[src/core/acr_pkg.sv]
// Constants shared by the converter configuration register bank
package acr_pkg;

  // ==========================================================
  // Register addresses
  localparam logic [3:0] ACR_ADDR_MODE     = 4'h2;
  localparam logic [3:0] ACR_ADDR_CLOCK    = 4'h3;
  localparam logic [3:0] ACR_ADDR_GAIN     = 4'h4;
  localparam logic [3:0] ACR_ADDR_RESERVED = 4'h5;
  localparam logic [3:0] ACR_ADDR_IRQ_STAT = 4'h8;
  localparam logic [3:0] ACR_ADDR_IRQ_MASK = 4'h9;

  // ==========================================================
  // Reset values
  localparam logic [3:0]  ACR_MODE_RST     = 4'h0;
  localparam logic [15:0] ACR_CLOCK_RST    = 16'h030e;
  localparam logic [15:0] ACR_GAIN_RST     = 16'h0000;
  localparam logic [15:0] ACR_RESERVED_RST = 16'h0000;
  localparam logic [1:0]  ACR_IRQ_RST      = 2'h0;

  // ==========================================================
  // Field positions
  localparam int ACR_MODE_FMT     = 0;
  localparam int ACR_MODE_FLOAT   = 1;
  localparam int ACR_MODE_SEL_LO  = 2;
  localparam int ACR_CLK_PWR_LO   = 0;
  localparam int ACR_CLK_OSR_LO   = 2;
  localparam int ACR_CLK_TURBO    = 5;
  localparam int ACR_CLK_EN_LO    = 8;
  localparam int ACR_GAIN0_LO     = 0;
  localparam int ACR_GAIN_CONFIG_LO     = 4;
  // Clock register bits 15:10 read only as zero
  localparam logic [15:0] ACR_CLOCK_WMASK = 16'h03ff;

  // ==========================================================
  // Encodings
  localparam logic [1:0]  ACR_SEL_LAG   = 2'h0;
  localparam logic [1:0]  ACR_SEL_OR    = 2'h1;
  localparam logic [1:0]  ACR_PWR_VLP   = 2'h0;
  localparam logic [1:0]  ACR_PWR_LP    = 2'h1;
  localparam logic [14:0] ACR_OSR_BASE  = 15'h0080;
  localparam logic [14:0] ACR_OSR_TURBO = 15'h0040;
  localparam logic [7:0]  ACR_GAIN_UNIT = 8'h01;

  // ==========================================================
  // Timing of the ready pulse
  localparam int ACR_CLK_PERIOD_NS = 40;
  localparam int ACR_PULSE_NS      = 200;
  localparam int ACR_PULSE_CYCLES_I =
    (ACR_PULSE_NS + ACR_CLK_PERIOD_NS - 1) / ACR_CLK_PERIOD_NS;
  localparam logic [7:0] ACR_PULSE_CYCLES = 8'(ACR_PULSE_CYCLES_I < 1 ? 1 : ACR_PULSE_CYCLES_I);

  // ==========================================================
  // Ready pin states
  typedef enum logic [3:0] {
    ACR_RDY_IDLE  = 4'b0001,
    ACR_RDY_HOLD  = 4'b0010,
    ACR_RDY_PULSE = 4'b0100,
    ACR_RDY_SPENT = 4'b1000
  } acr_rdy_state_t;

endpackage

[src/core/acr_pulse_timer.sv]
// Fixed-length cycle timer for the ready pulse
`timescale 1ns/10ps
module acr_pulse_timer
  import acr_pkg::*;
(
  input  wire logic clk_in,
  input  wire logic nrst_in,
  input  wire logic start_in,
  output logic      done_out
);

  logic [7:0] count_reg;
  logic       busy_reg;

  // ==========================================================
  // Counter
  always_ff @(posedge clk_in) begin
    if (!nrst_in) begin
      count_reg <= 8'h00;
      busy_reg  <= 1'b0;
    end else if (start_in) begin
      count_reg <= 8'(ACR_PULSE_CYCLES - 8'h01);
      busy_reg  <= 1'b1;
    end else if (busy_reg) begin
      if (count_reg == 8'h00) begin
        busy_reg <= 1'b0;
      end else begin
        count_reg <= 8'(count_reg - 8'h01);
      end
    end
  end

  assign done_out = busy_reg && (count_reg == 8'h00);

endmodule // acr_pulse_timer

[src/core/acr_regs.sv]
// Channel configuration registers and conversion-ready pin control
`timescale 1ns/10ps

// Behaviour
// - Two-bit select picks ready source: lagging, OR, or leading enabled channel.
// - With nothing pending the pin is driven high, or floated when idle bit set.
// - Pending result shows as held low, or a fixed low pulse in pulse format.
// - Channel runs only while its enable bit (9 or 8) is set; both reset set.
// - Turbo bit 5 forces oversampling ratio 64 over the ratio field.
// - Ratio field bits 4:2 doubles from 128 to 16384; reset code selects 1024.
// - Power field picks very-low-power, low-power or high-resolution; resets high-res.
// - Channel 1 gain code bits 6:4 gives gain two to the power of code.
// - Channel 0 gain code bits 2:0 uses the same encoding, reset unity.
// - Clock register sits at address 3h and resets to 030Eh.
// - Gain register sits at address 4h and resets to 0000h.
// - Each channel has a new-data flag; ready sources derive from them.
// - Mode register holding the ready control fields sits at address 2h.
module acr_regs
  import acr_pkg::*;
(
  input  wire logic        clk_in,
  input  wire logic        nrst_in,
  input  wire logic [3:0]  reg_addr_in,
  input  wire logic [15:0] reg_wdata_in,
  input  wire logic        reg_wr_in,
  input  wire logic        reg_rd_in,
  output logic      [15:0] reg_rdata_out,
  input  wire logic [1:0]  conv_done_in,
  input  wire logic        result_read_in,
  output logic             conversion_ready_out,
  output logic             conversion_ready_oe_out,
  output logic      [1:0]  chan_enable_out,
  output logic      [14:0] oversample_ratio_out,
  output logic      [1:0]  power_level_out,
  output logic      [7:0]  chan0_gain_out,
  output logic      [7:0]  chan1_gain_out,
  output logic      [1:0]  new_data_flag_out,
  output logic             irq_out
);

  logic [3:0]     mode_reg;
  logic [15:0]    clock_reg;
  logic [15:0]    gain_reg;
  logic [15:0]    reserved_reg;
  logic [1:0]     irq_stat_reg;
  logic [1:0]     irq_mask_reg;
  logic [1:0]     irq_clear;
  logic [15:0]    rdata_reg;
  logic [15:0]    rdata_next;
  logic [1:0]     flag_reg;
  logic [1:0]     flag_next;
  logic [1:0]     flag_set;
  logic [1:0]     chan_en;
  logic [1:0]     flag_en;
  logic           lead_reg;
  logic           src;
  logic           pulse_start;
  logic           pulse_done;
  logic           pin_reg;
  logic           pin_oe_reg;
  logic           pin_next;
  logic           pin_oe_next;
  logic [14:0]    osr_reg;
  logic [14:0]    osr_next;
  logic [1:0]     pwr_reg;
  logic [7:0]     gain0_reg;
  logic [7:0]     gain_config_reg;
  logic           wr_mode;
  logic           wr_clock;
  logic           wr_gain;
  logic           wr_reserved;
  logic           wr_stat;
  logic           wr_mask;
  acr_rdy_state_t state_reg;
  acr_rdy_state_t state_next;

  // ==========================================================
  // Write decode
  // Writes to unmapped addresses match nothing and change nothing
  assign wr_mode     = reg_wr_in && (reg_addr_in == ACR_ADDR_MODE);
  assign wr_clock    = reg_wr_in && (reg_addr_in == ACR_ADDR_CLOCK);
  assign wr_gain     = reg_wr_in && (reg_addr_in == ACR_ADDR_GAIN);
  assign wr_reserved = reg_wr_in && (reg_addr_in == ACR_ADDR_RESERVED);
  assign wr_stat     = reg_wr_in && (reg_addr_in == ACR_ADDR_IRQ_STAT);
  assign wr_mask     = reg_wr_in && (reg_addr_in == ACR_ADDR_IRQ_MASK);

  // ==========================================================
  // Mode register tail: ready control fields only
  always_ff @(posedge clk_in) begin
    if (!nrst_in) begin
      mode_reg <= ACR_MODE_RST;
    end else if (wr_mode) begin
      mode_reg <= reg_wdata_in[3:0];
    end
  end

  // ==========================================================
  // Clock register; upper reserved bits stay zero
  always_ff @(posedge clk_in) begin
    if (!nrst_in) begin
      clock_reg <= ACR_CLOCK_RST;
    end else if (wr_clock) begin
      clock_reg <= reg_wdata_in & ACR_CLOCK_WMASK;
    end
  end

  // ==========================================================
  // Gain register
  // Reserved gain bits are kept as written; the host keeps them zero
  always_ff @(posedge clk_in) begin
    if (!nrst_in) begin
      gain_reg <= ACR_GAIN_RST;
    end else if (wr_gain) begin
      gain_reg <= reg_wdata_in;
    end
  end

  // ==========================================================
  // Reserved word: stored, no function
  always_ff @(posedge clk_in) begin
    if (!nrst_in) begin
      reserved_reg <= ACR_RESERVED_RST;
    end else if (wr_reserved) begin
      reserved_reg <= reg_wdata_in;
    end
  end

  // ==========================================================
  // Decoded configuration outputs
  assign chan_en = clock_reg[ACR_CLK_EN_LO +: 2];

  // Turbo overrides whatever the ratio field holds
  always_comb begin
    osr_next = 15'(ACR_OSR_BASE << clock_reg[ACR_CLK_OSR_LO +: 3]);
    if (clock_reg[ACR_CLK_TURBO]) begin
      osr_next = ACR_OSR_TURBO;
    end
  end

  always_ff @(posedge clk_in) begin
    if (!nrst_in) begin
      osr_reg <= ACR_OSR_BASE;
    end else begin
      osr_reg <= osr_next;
    end
  end

  always_ff @(posedge clk_in) begin
    if (!nrst_in) begin
      pwr_reg <= ACR_CLOCK_RST[1:0];
    end else begin
      // Code 11 behaves as high resolution and is reported as 10
      unique case (clock_reg[ACR_CLK_PWR_LO +: 2])
        ACR_PWR_VLP: pwr_reg <= ACR_PWR_VLP;
        ACR_PWR_LP:  pwr_reg <= ACR_PWR_LP;
        default:     pwr_reg <= ACR_CLOCK_RST[1:0];
      endcase
    end
  end

  always_ff @(posedge clk_in) begin
    if (!nrst_in) begin
      gain0_reg <= ACR_GAIN_UNIT;
      gain_config_reg <= ACR_GAIN_UNIT;
    end else begin
      gain0_reg <= 8'(ACR_GAIN_UNIT << gain_reg[ACR_GAIN0_LO +: 3]);
      gain_config_reg <= 8'(ACR_GAIN_UNIT << gain_reg[ACR_GAIN_CONFIG_LO +: 3]);
    end
  end

  // Enables come straight from the register; the decoded values are registered
  assign chan_enable_out      = chan_en;
  assign oversample_ratio_out = osr_reg;
  assign power_level_out      = pwr_reg;
  assign chan0_gain_out       = gain0_reg;
  assign chan1_gain_out       = gain_config_reg;

  // ==========================================================
  // Per-channel new-data flags; a set beats a same-cycle read
  for (genvar i = 0; i < 2; i++) begin : g_chan
    assign flag_set[i]  = conv_done_in[i] && chan_en[i];
    assign flag_next[i] = (flag_reg[i] && !result_read_in) || flag_set[i];
    assign flag_en[i]   = flag_reg[i] && chan_en[i];
    assign irq_clear[i] = wr_stat && reg_wdata_in[i];

    always_ff @(posedge clk_in) begin
      if (!nrst_in) begin
        flag_reg[i]     <= 1'b0;
        irq_stat_reg[i] <= ACR_IRQ_RST[i];
      end else begin
        flag_reg[i]     <= flag_next[i];
        // A new event beats a same-cycle write-one-to-clear
        irq_stat_reg[i] <= (irq_stat_reg[i] && !irq_clear[i]) || flag_set[i];
      end
    end
  end

  assign new_data_flag_out = flag_reg;

  // ==========================================================
  // Leading channel: first enabled channel to report after all clear
  // A tie goes to channel 0 so the choice is repeatable
  always_ff @(posedge clk_in) begin
    if (!nrst_in) begin
      lead_reg <= 1'b0;
    end else if (flag_en == 2'b00 && flag_set != 2'b00) begin
      lead_reg <= !flag_set[0];
    end
  end

  // ==========================================================
  // Ready source selection
  // Lagging waits for every enabled channel; OR takes any of them
  always_comb begin
    src = 1'b0;
    unique case (mode_reg[ACR_MODE_SEL_LO +: 2])
      ACR_SEL_LAG: src = (chan_en != 2'b00) && ((flag_en | ~chan_en) == 2'b11);
      ACR_SEL_OR:  src = |flag_en;
      default:     src = flag_en[lead_reg];
    endcase
  end

  // ==========================================================
  // Ready pin sequencer
  // Pulse format gives one pulse per rise of the source; SPENT waits for it to drop
  always_comb begin
    state_next = state_reg;
    unique case (state_reg)
      ACR_RDY_IDLE: begin
        if (src) begin
          state_next = mode_reg[ACR_MODE_FMT] ? ACR_RDY_PULSE : ACR_RDY_HOLD;
        end
      end
      ACR_RDY_HOLD: begin
        if (!src) begin
          state_next = ACR_RDY_IDLE;
        end else if (mode_reg[ACR_MODE_FMT]) begin
          state_next = ACR_RDY_SPENT;
        end
      end
      ACR_RDY_PULSE: begin
        if (pulse_done) begin
          state_next = src ? ACR_RDY_SPENT : ACR_RDY_IDLE;
        end
      end
      ACR_RDY_SPENT: begin
        if (!src) begin
          state_next = ACR_RDY_IDLE;
        end else if (!mode_reg[ACR_MODE_FMT]) begin
          state_next = ACR_RDY_HOLD;
        end
      end
      // Codes that are not one-hot fall back to idle
      default: state_next = ACR_RDY_IDLE;
    endcase
  end

  assign pulse_start = (state_reg != ACR_RDY_PULSE) && (state_next == ACR_RDY_PULSE);

  // Counts the low time of a pulse in whole clocks
  acr_pulse_timer u_pulse_timer (
    .clk_in   (clk_in),
    .nrst_in  (nrst_in),
    .start_in (pulse_start),
    .done_out (pulse_done)
  );

  always_ff @(posedge clk_in) begin
    if (!nrst_in) begin
      state_reg <= ACR_RDY_IDLE;
    end else begin
      state_reg <= state_next;
    end
  end

  // ==========================================================
  // Pin drive, registered from the next state
  // Registering keeps the pin free of glitches between states
  always_comb begin
    pin_next    = 1'b1;
    pin_oe_next = !mode_reg[ACR_MODE_FLOAT];
    if (state_next == ACR_RDY_HOLD || state_next == ACR_RDY_PULSE) begin
      pin_next    = 1'b0;
      pin_oe_next = 1'b1;
    end
  end

  always_ff @(posedge clk_in) begin
    if (!nrst_in) begin
      pin_reg    <= 1'b1;
      pin_oe_reg <= 1'b1;
    end else begin
      pin_reg    <= pin_next;
      pin_oe_reg <= pin_oe_next;
    end
  end

  assign conversion_ready_out    = pin_reg;
  assign conversion_ready_oe_out = pin_oe_reg;

  // ==========================================================
  // Interrupt mask and output
  // A mask bit of one lets its status bit raise the interrupt
  always_ff @(posedge clk_in) begin
    if (!nrst_in) begin
      irq_mask_reg <= ACR_IRQ_RST;
    end else if (wr_mask) begin
      irq_mask_reg <= reg_wdata_in[1:0];
    end
  end

  assign irq_out = |(irq_stat_reg & irq_mask_reg);

  // ==========================================================
  // Read port: data in the cycle after the strobe only
  // Unmapped addresses and idle cycles read as zero
  always_comb begin
    rdata_next = 16'h0000;
    if (reg_rd_in) begin
      unique case (reg_addr_in)
        ACR_ADDR_MODE:     rdata_next = {12'h000, mode_reg};
        ACR_ADDR_CLOCK:    rdata_next = clock_reg;
        ACR_ADDR_GAIN:     rdata_next = gain_reg;
        ACR_ADDR_RESERVED: rdata_next = reserved_reg;
        ACR_ADDR_IRQ_STAT: rdata_next = {14'h0000, irq_stat_reg};
        ACR_ADDR_IRQ_MASK: rdata_next = {14'h0000, irq_mask_reg};
        default:           rdata_next = 16'h0000;
      endcase
    end
  end

  always_ff @(posedge clk_in) begin
    if (!nrst_in) begin
      rdata_reg <= 16'h0000;
    end else begin
      rdata_reg <= rdata_next;
    end
  end

  assign reg_rdata_out = rdata_reg;

endmodule // acr_regs

[config.mk]
export PLATFORM = sky130hd
export DESIGN_NAME = acr_regs
export DESIGN_NICKNAME = d
export VERILOG_FILES = /design/src/core/acr_pkg.sv /design/src/core/acr_pulse_timer.sv /design/src/core/acr_regs.sv
export SDC_FILE = /design/constraint.sdc
export NUM_CORES = 1
export LEC_CHECK = 0
export ABC_AREA = 1
export CELL_PAD_IN_SITES_DETAIL_PLACEMENT = 1
export CELL_PAD_IN_SITES_GLOBAL_PLACEMENT = 1
export CORE_AREA = 2 2 102 104
export CTS_CLUSTER_SIZE = 24
export DETAILED_ROUTE_END_ITERATION = 16
export DIE_AREA = 0 0 104 106
export DONT_BUFFER_PORTS = 1
export PLACE_DENSITY_LB_ADDON = 0.1
export SYNTH_ARGS = -nofsm -noshare
export SYNTH_HDL_FRONTEND = slang
export SYNTH_SLANG_ARGS = --single-unit
[constraint.sdc]
create_clock -name clk_in -period 2.1 [get_ports clk_in]
set_input_delay 0.21 -clock clk_in [delete_from_list [all_inputs] [get_ports clk_in]]
set_output_delay 0.21 -clock clk_in [all_outputs]
set_load 0.03 [all_outputs]
==> flow_metrics.py <==
metrics = {
    "status": {
        "outcome": "finished, final reports clean",
    },
    "final_layout": {
        "nNetsFinal": 567,
        "drive_above_1_share_pct": 10.3,
        "fin_util_pct": 47.4,
        "postLayoutCellArea_um2": 4740,
        "fin_cells": 680,
        "nFillCells": 1233,
        "diodes": 0,
        "syn_to_final_growth_pct": 9.00,
    },
    "route": {
        "wirelength_um": 11600,
        "drc": 0,
        "drtAntennaViolNets": 0,
        "drtIter0Drc": 132,
        "detail_route.first_pass.iterations": 4,
        "wl_per_cell_um": 17.0,
        "avgViaCountPerCell": 5.22,
        "vias": 3552,
    },
    "synth": {
        "ys.flop_type": "dfxtp_1",
        "ys_async_sr_fraction_pct": 0,
        "syn_avg_cell_area_um2": 8.25,
        "synth_edf_count": 0,
        "ys_seq_area_share_pct": 51.1,
        "synth_area_leader_cell": "dfxtp_1",
        "yosysMostFrequentCell": "dfxtp_1",
        "synth_common_cells": "111 x dfxtp_1, 89 x nand2_1, 64 x a21oi_1",
        "synthCells": 527,
        "netlist_area_um2": 4350,
        "synth_seq_cells": 111,
        "synth.distinct_cells": 37,
        "yosysWarnings": 0,
        "synth_top_cell_area_share_pct": 51.1,
        "synth_area_leaders": "dfxtp_1 51%, nand2_1 7.7%, a21oi_1 7.4%, inv_1 4.8%, nand3_1 3.8%",
    },
    "placed_design": {
        "post-place-cells": 647,
        "hpwl_um": 7860,
        "port_buffers": 0,
        "place_congestion": 0.872,
        "placed_area_um2": 4380,
    },
    "grt": {
        "grt_remaining_overflow": 0,
        "grt_util_all_layers_pct": 22.1,
        "grt_pass1_wl_um": 19200,
        "antenna_found_initial": 0,
        "grt_pass1_vias": 3705,
        "grt_max_degree": 34,
    },
    "worst_setup_path": {
        "max_stage_delay_ps": 320,
        "required_ps": 2370,
        "cpMostUsedCell": "nand2_1",
        "crit_path_end_kind": "flip-flop",
        "start_kind": "flip-flop",
        "path_cells": "inv_1, ha_1, nand2_1, nor2_2, nand3_1, nand2_1, nand2_1, nand4_1, nand3_1",
        "path_class": "flip-flop to flip-flop",
        "critPathArrivalTime_ps": 1820,
        "critPathSlowestCell": "dfxtp_1",
        "startpoint": "u_pulse_timer.count_reg[0]$_SDFFE_PP0P_",
        "r2r-start": "u_pulse_timer.count_reg[0]$_SDFFE_PP0P_",
        "worstPathMaxFanout": 4,
    },
    "pwr": {
        "p_clk_share_pct": 32.1,
        "power_frac_comb_pct": 9.3,
        "p_sw_share_pct": 26.7,
        "p_per_area_nw_per_um2": 795,
        "switchingPower_mw": 1.00,
        "p_seq_share_pct": 58.6,
        "irDropWorstVdd_mv": 0.341,
        "internal-power_mw": 2.77,
        "leakage_nw": 1.77,
    },
    "floorplanning": {
        "initial_core_util_pct": 43.5,
        "die_h_um": 106,
        "die_w_um": 104,
        "die_area_um2": 11000,
        "coreArea_um2": 10000,
        "pin_count": 83,
        "row_count": 37,
    },
    "timing": {
        "setup_viol": 0,
        "finalHoldViolCount": 0,
        "period_needed_ps": 1550,
        "relSlewSlack_pct": 53.8,
        "fin_setup_tns_ps": 0,
        "final_max_slew_viol_count": 0,
        "fmax_mhz": 643,
        "clock-skew-final_ps": 12.1,
        "rsz0062_at_grt": "false",
        "tightest_slew_ps": 704,
        "fin_crit_sh_pct": 74.0,
    },
    "min_path": {
        "hp-class": "primary input to flip-flop",
        "hold_path.startpoint": "result_read_in",
    },
    "cts": {
        "cts_max_level": 3,
        "cts_made_buffers": 9,
        "clock_latency_ps": 380,
        "clock-sinks": 111,
        "clk_pin_slew_ps": 100,
        "root_buffer": "clkbuf_8",
        "cts_resized": 0,
        "cts_tree": "built",
        "cts.path.max_buffers": 2,
    },
    "flow_run": {
        "cap_violations": 0,
    },
}
==> what timing repair did <==
action                    in CTS  in global routing
hold buffers                  17                  0
hold endpoints to repair      57                  0
setup buffers                  0                  0
==> worst max-delay path: cells and delay by family (launching register included) <==
family	cells	cell delay (ps)
adder cells (fa/ha/maj)	1	220
buffers and inverters	1	110
flip-flops	1	320
AND/OR/NAND/NOR	7	800
==> power by group through the flow <==
stage                     Combinational, mW  Sequential (mW)  Clock, mW
after global placement                0.291             2.26          0
after floorplan                       0.262             2.25          0
after detailed placement              0.301             2.26          0
after CTS                             0.348             2.21       1.25
final                                 0.349             2.21       1.21
after global routing                  0.392             2.22       1.33
==> area by class of cell <==
type / count / area, µm² / share of cell area [%]
flip-flops and latches: 111 / 2220 / 46.9
multi-input cells: 334 / 1700 / 35.9
inverters: 61 / 241 / 5.09
repair buffers: 22 / 218 / 4.59
well taps: 136 / 170 / 3.59
clock buffers: 12 / 155 / 3.27
clock inverters: 4 / 30.0 / 0.633
==> layer usage <==
metal  vias up  wire length [µm]  global-route usage (%)
li1       1745                 -                       -
met1      1736              5250                    27.5
met2        62              5750                    38.6
met3         9               453                    4.84
met4         0               122                    5.98
met5         -                 0                       0
==> cells by family after synthesis <==
| group | Yosys count | synth area share, % |
|---|---|---|
| AOI/OAI and AO/OA | 125 | 15.8 |
| xor gates and xnor gates | 5 | 1.01 |
| adders and majority gates | 1 | 0.288 |
| buffers and inverters | 87 | 10.2 |
| DFF | 111 | 51.1 |
| other | 1 | 0.0862 |
| and+or+nand+nor | 197 | 21.6 |
==> path summary, 6_finish.rpt <==
check                                             to  slack (ps)  cells past startpoint
setup / recovery  conversion_ready_oe_out$_SDFF_PP1_         550                      9
hold / removal       new_data_flag_out[1]$_SDFF_PN0_          10                      3
setup reg to reg  conversion_ready_oe_out$_SDFF_PP1_         550                      9
hold reg to reg   conversion_ready_oe_out$_SDFF_PP1_         430                      1
==> layout by cell type (no fill, tap or decap), types with 2 or more instances in the layout <==
| cell | count |
|---|---|
| o22ai_1 | 12 |
| nor2_4 | 2 |
| o31ai_1 | 2 |
| a31oi_1 | 3 |
| a21oi_1 | 64 |
| nor3_1 | 22 |
| a21oi_2 | 7 |
| o21ai_1 | 9 |
| nand2_4 | 4 |
| nor2_2 | 8 |
| inv_1 | 56 |
| dlygate4sd3_1 | 16 |
| nor2_1 | 25 |
| inv_4 | 3 |
| nand3_2 | 4 |
| xor2_1 | 4 |
| clkbuf_8 | 11 |
| nand4_1 | 4 |
| nand2_1 | 89 |
| dfxtp_1 | 111 |
| clkinvlp_4 | 4 |
| o21ai_0 | 25 |
| nand3_1 | 33 |
| conb_1 | 6 |
| buf_4 | 5 |
| nand2_2 | 3 |
==> through the flow <==
stage	hold WS [ps]	total power [mW]	setup WS (ps)
after floorplan	323	2.52	719
after global placement	295	2.55	576
after detailed placement	293	2.56	551
after CTS	0.172	3.81	536
after global routing	9.38	3.94	375
final	13.5	3.77	545
(Power assumes the default switching activity.)
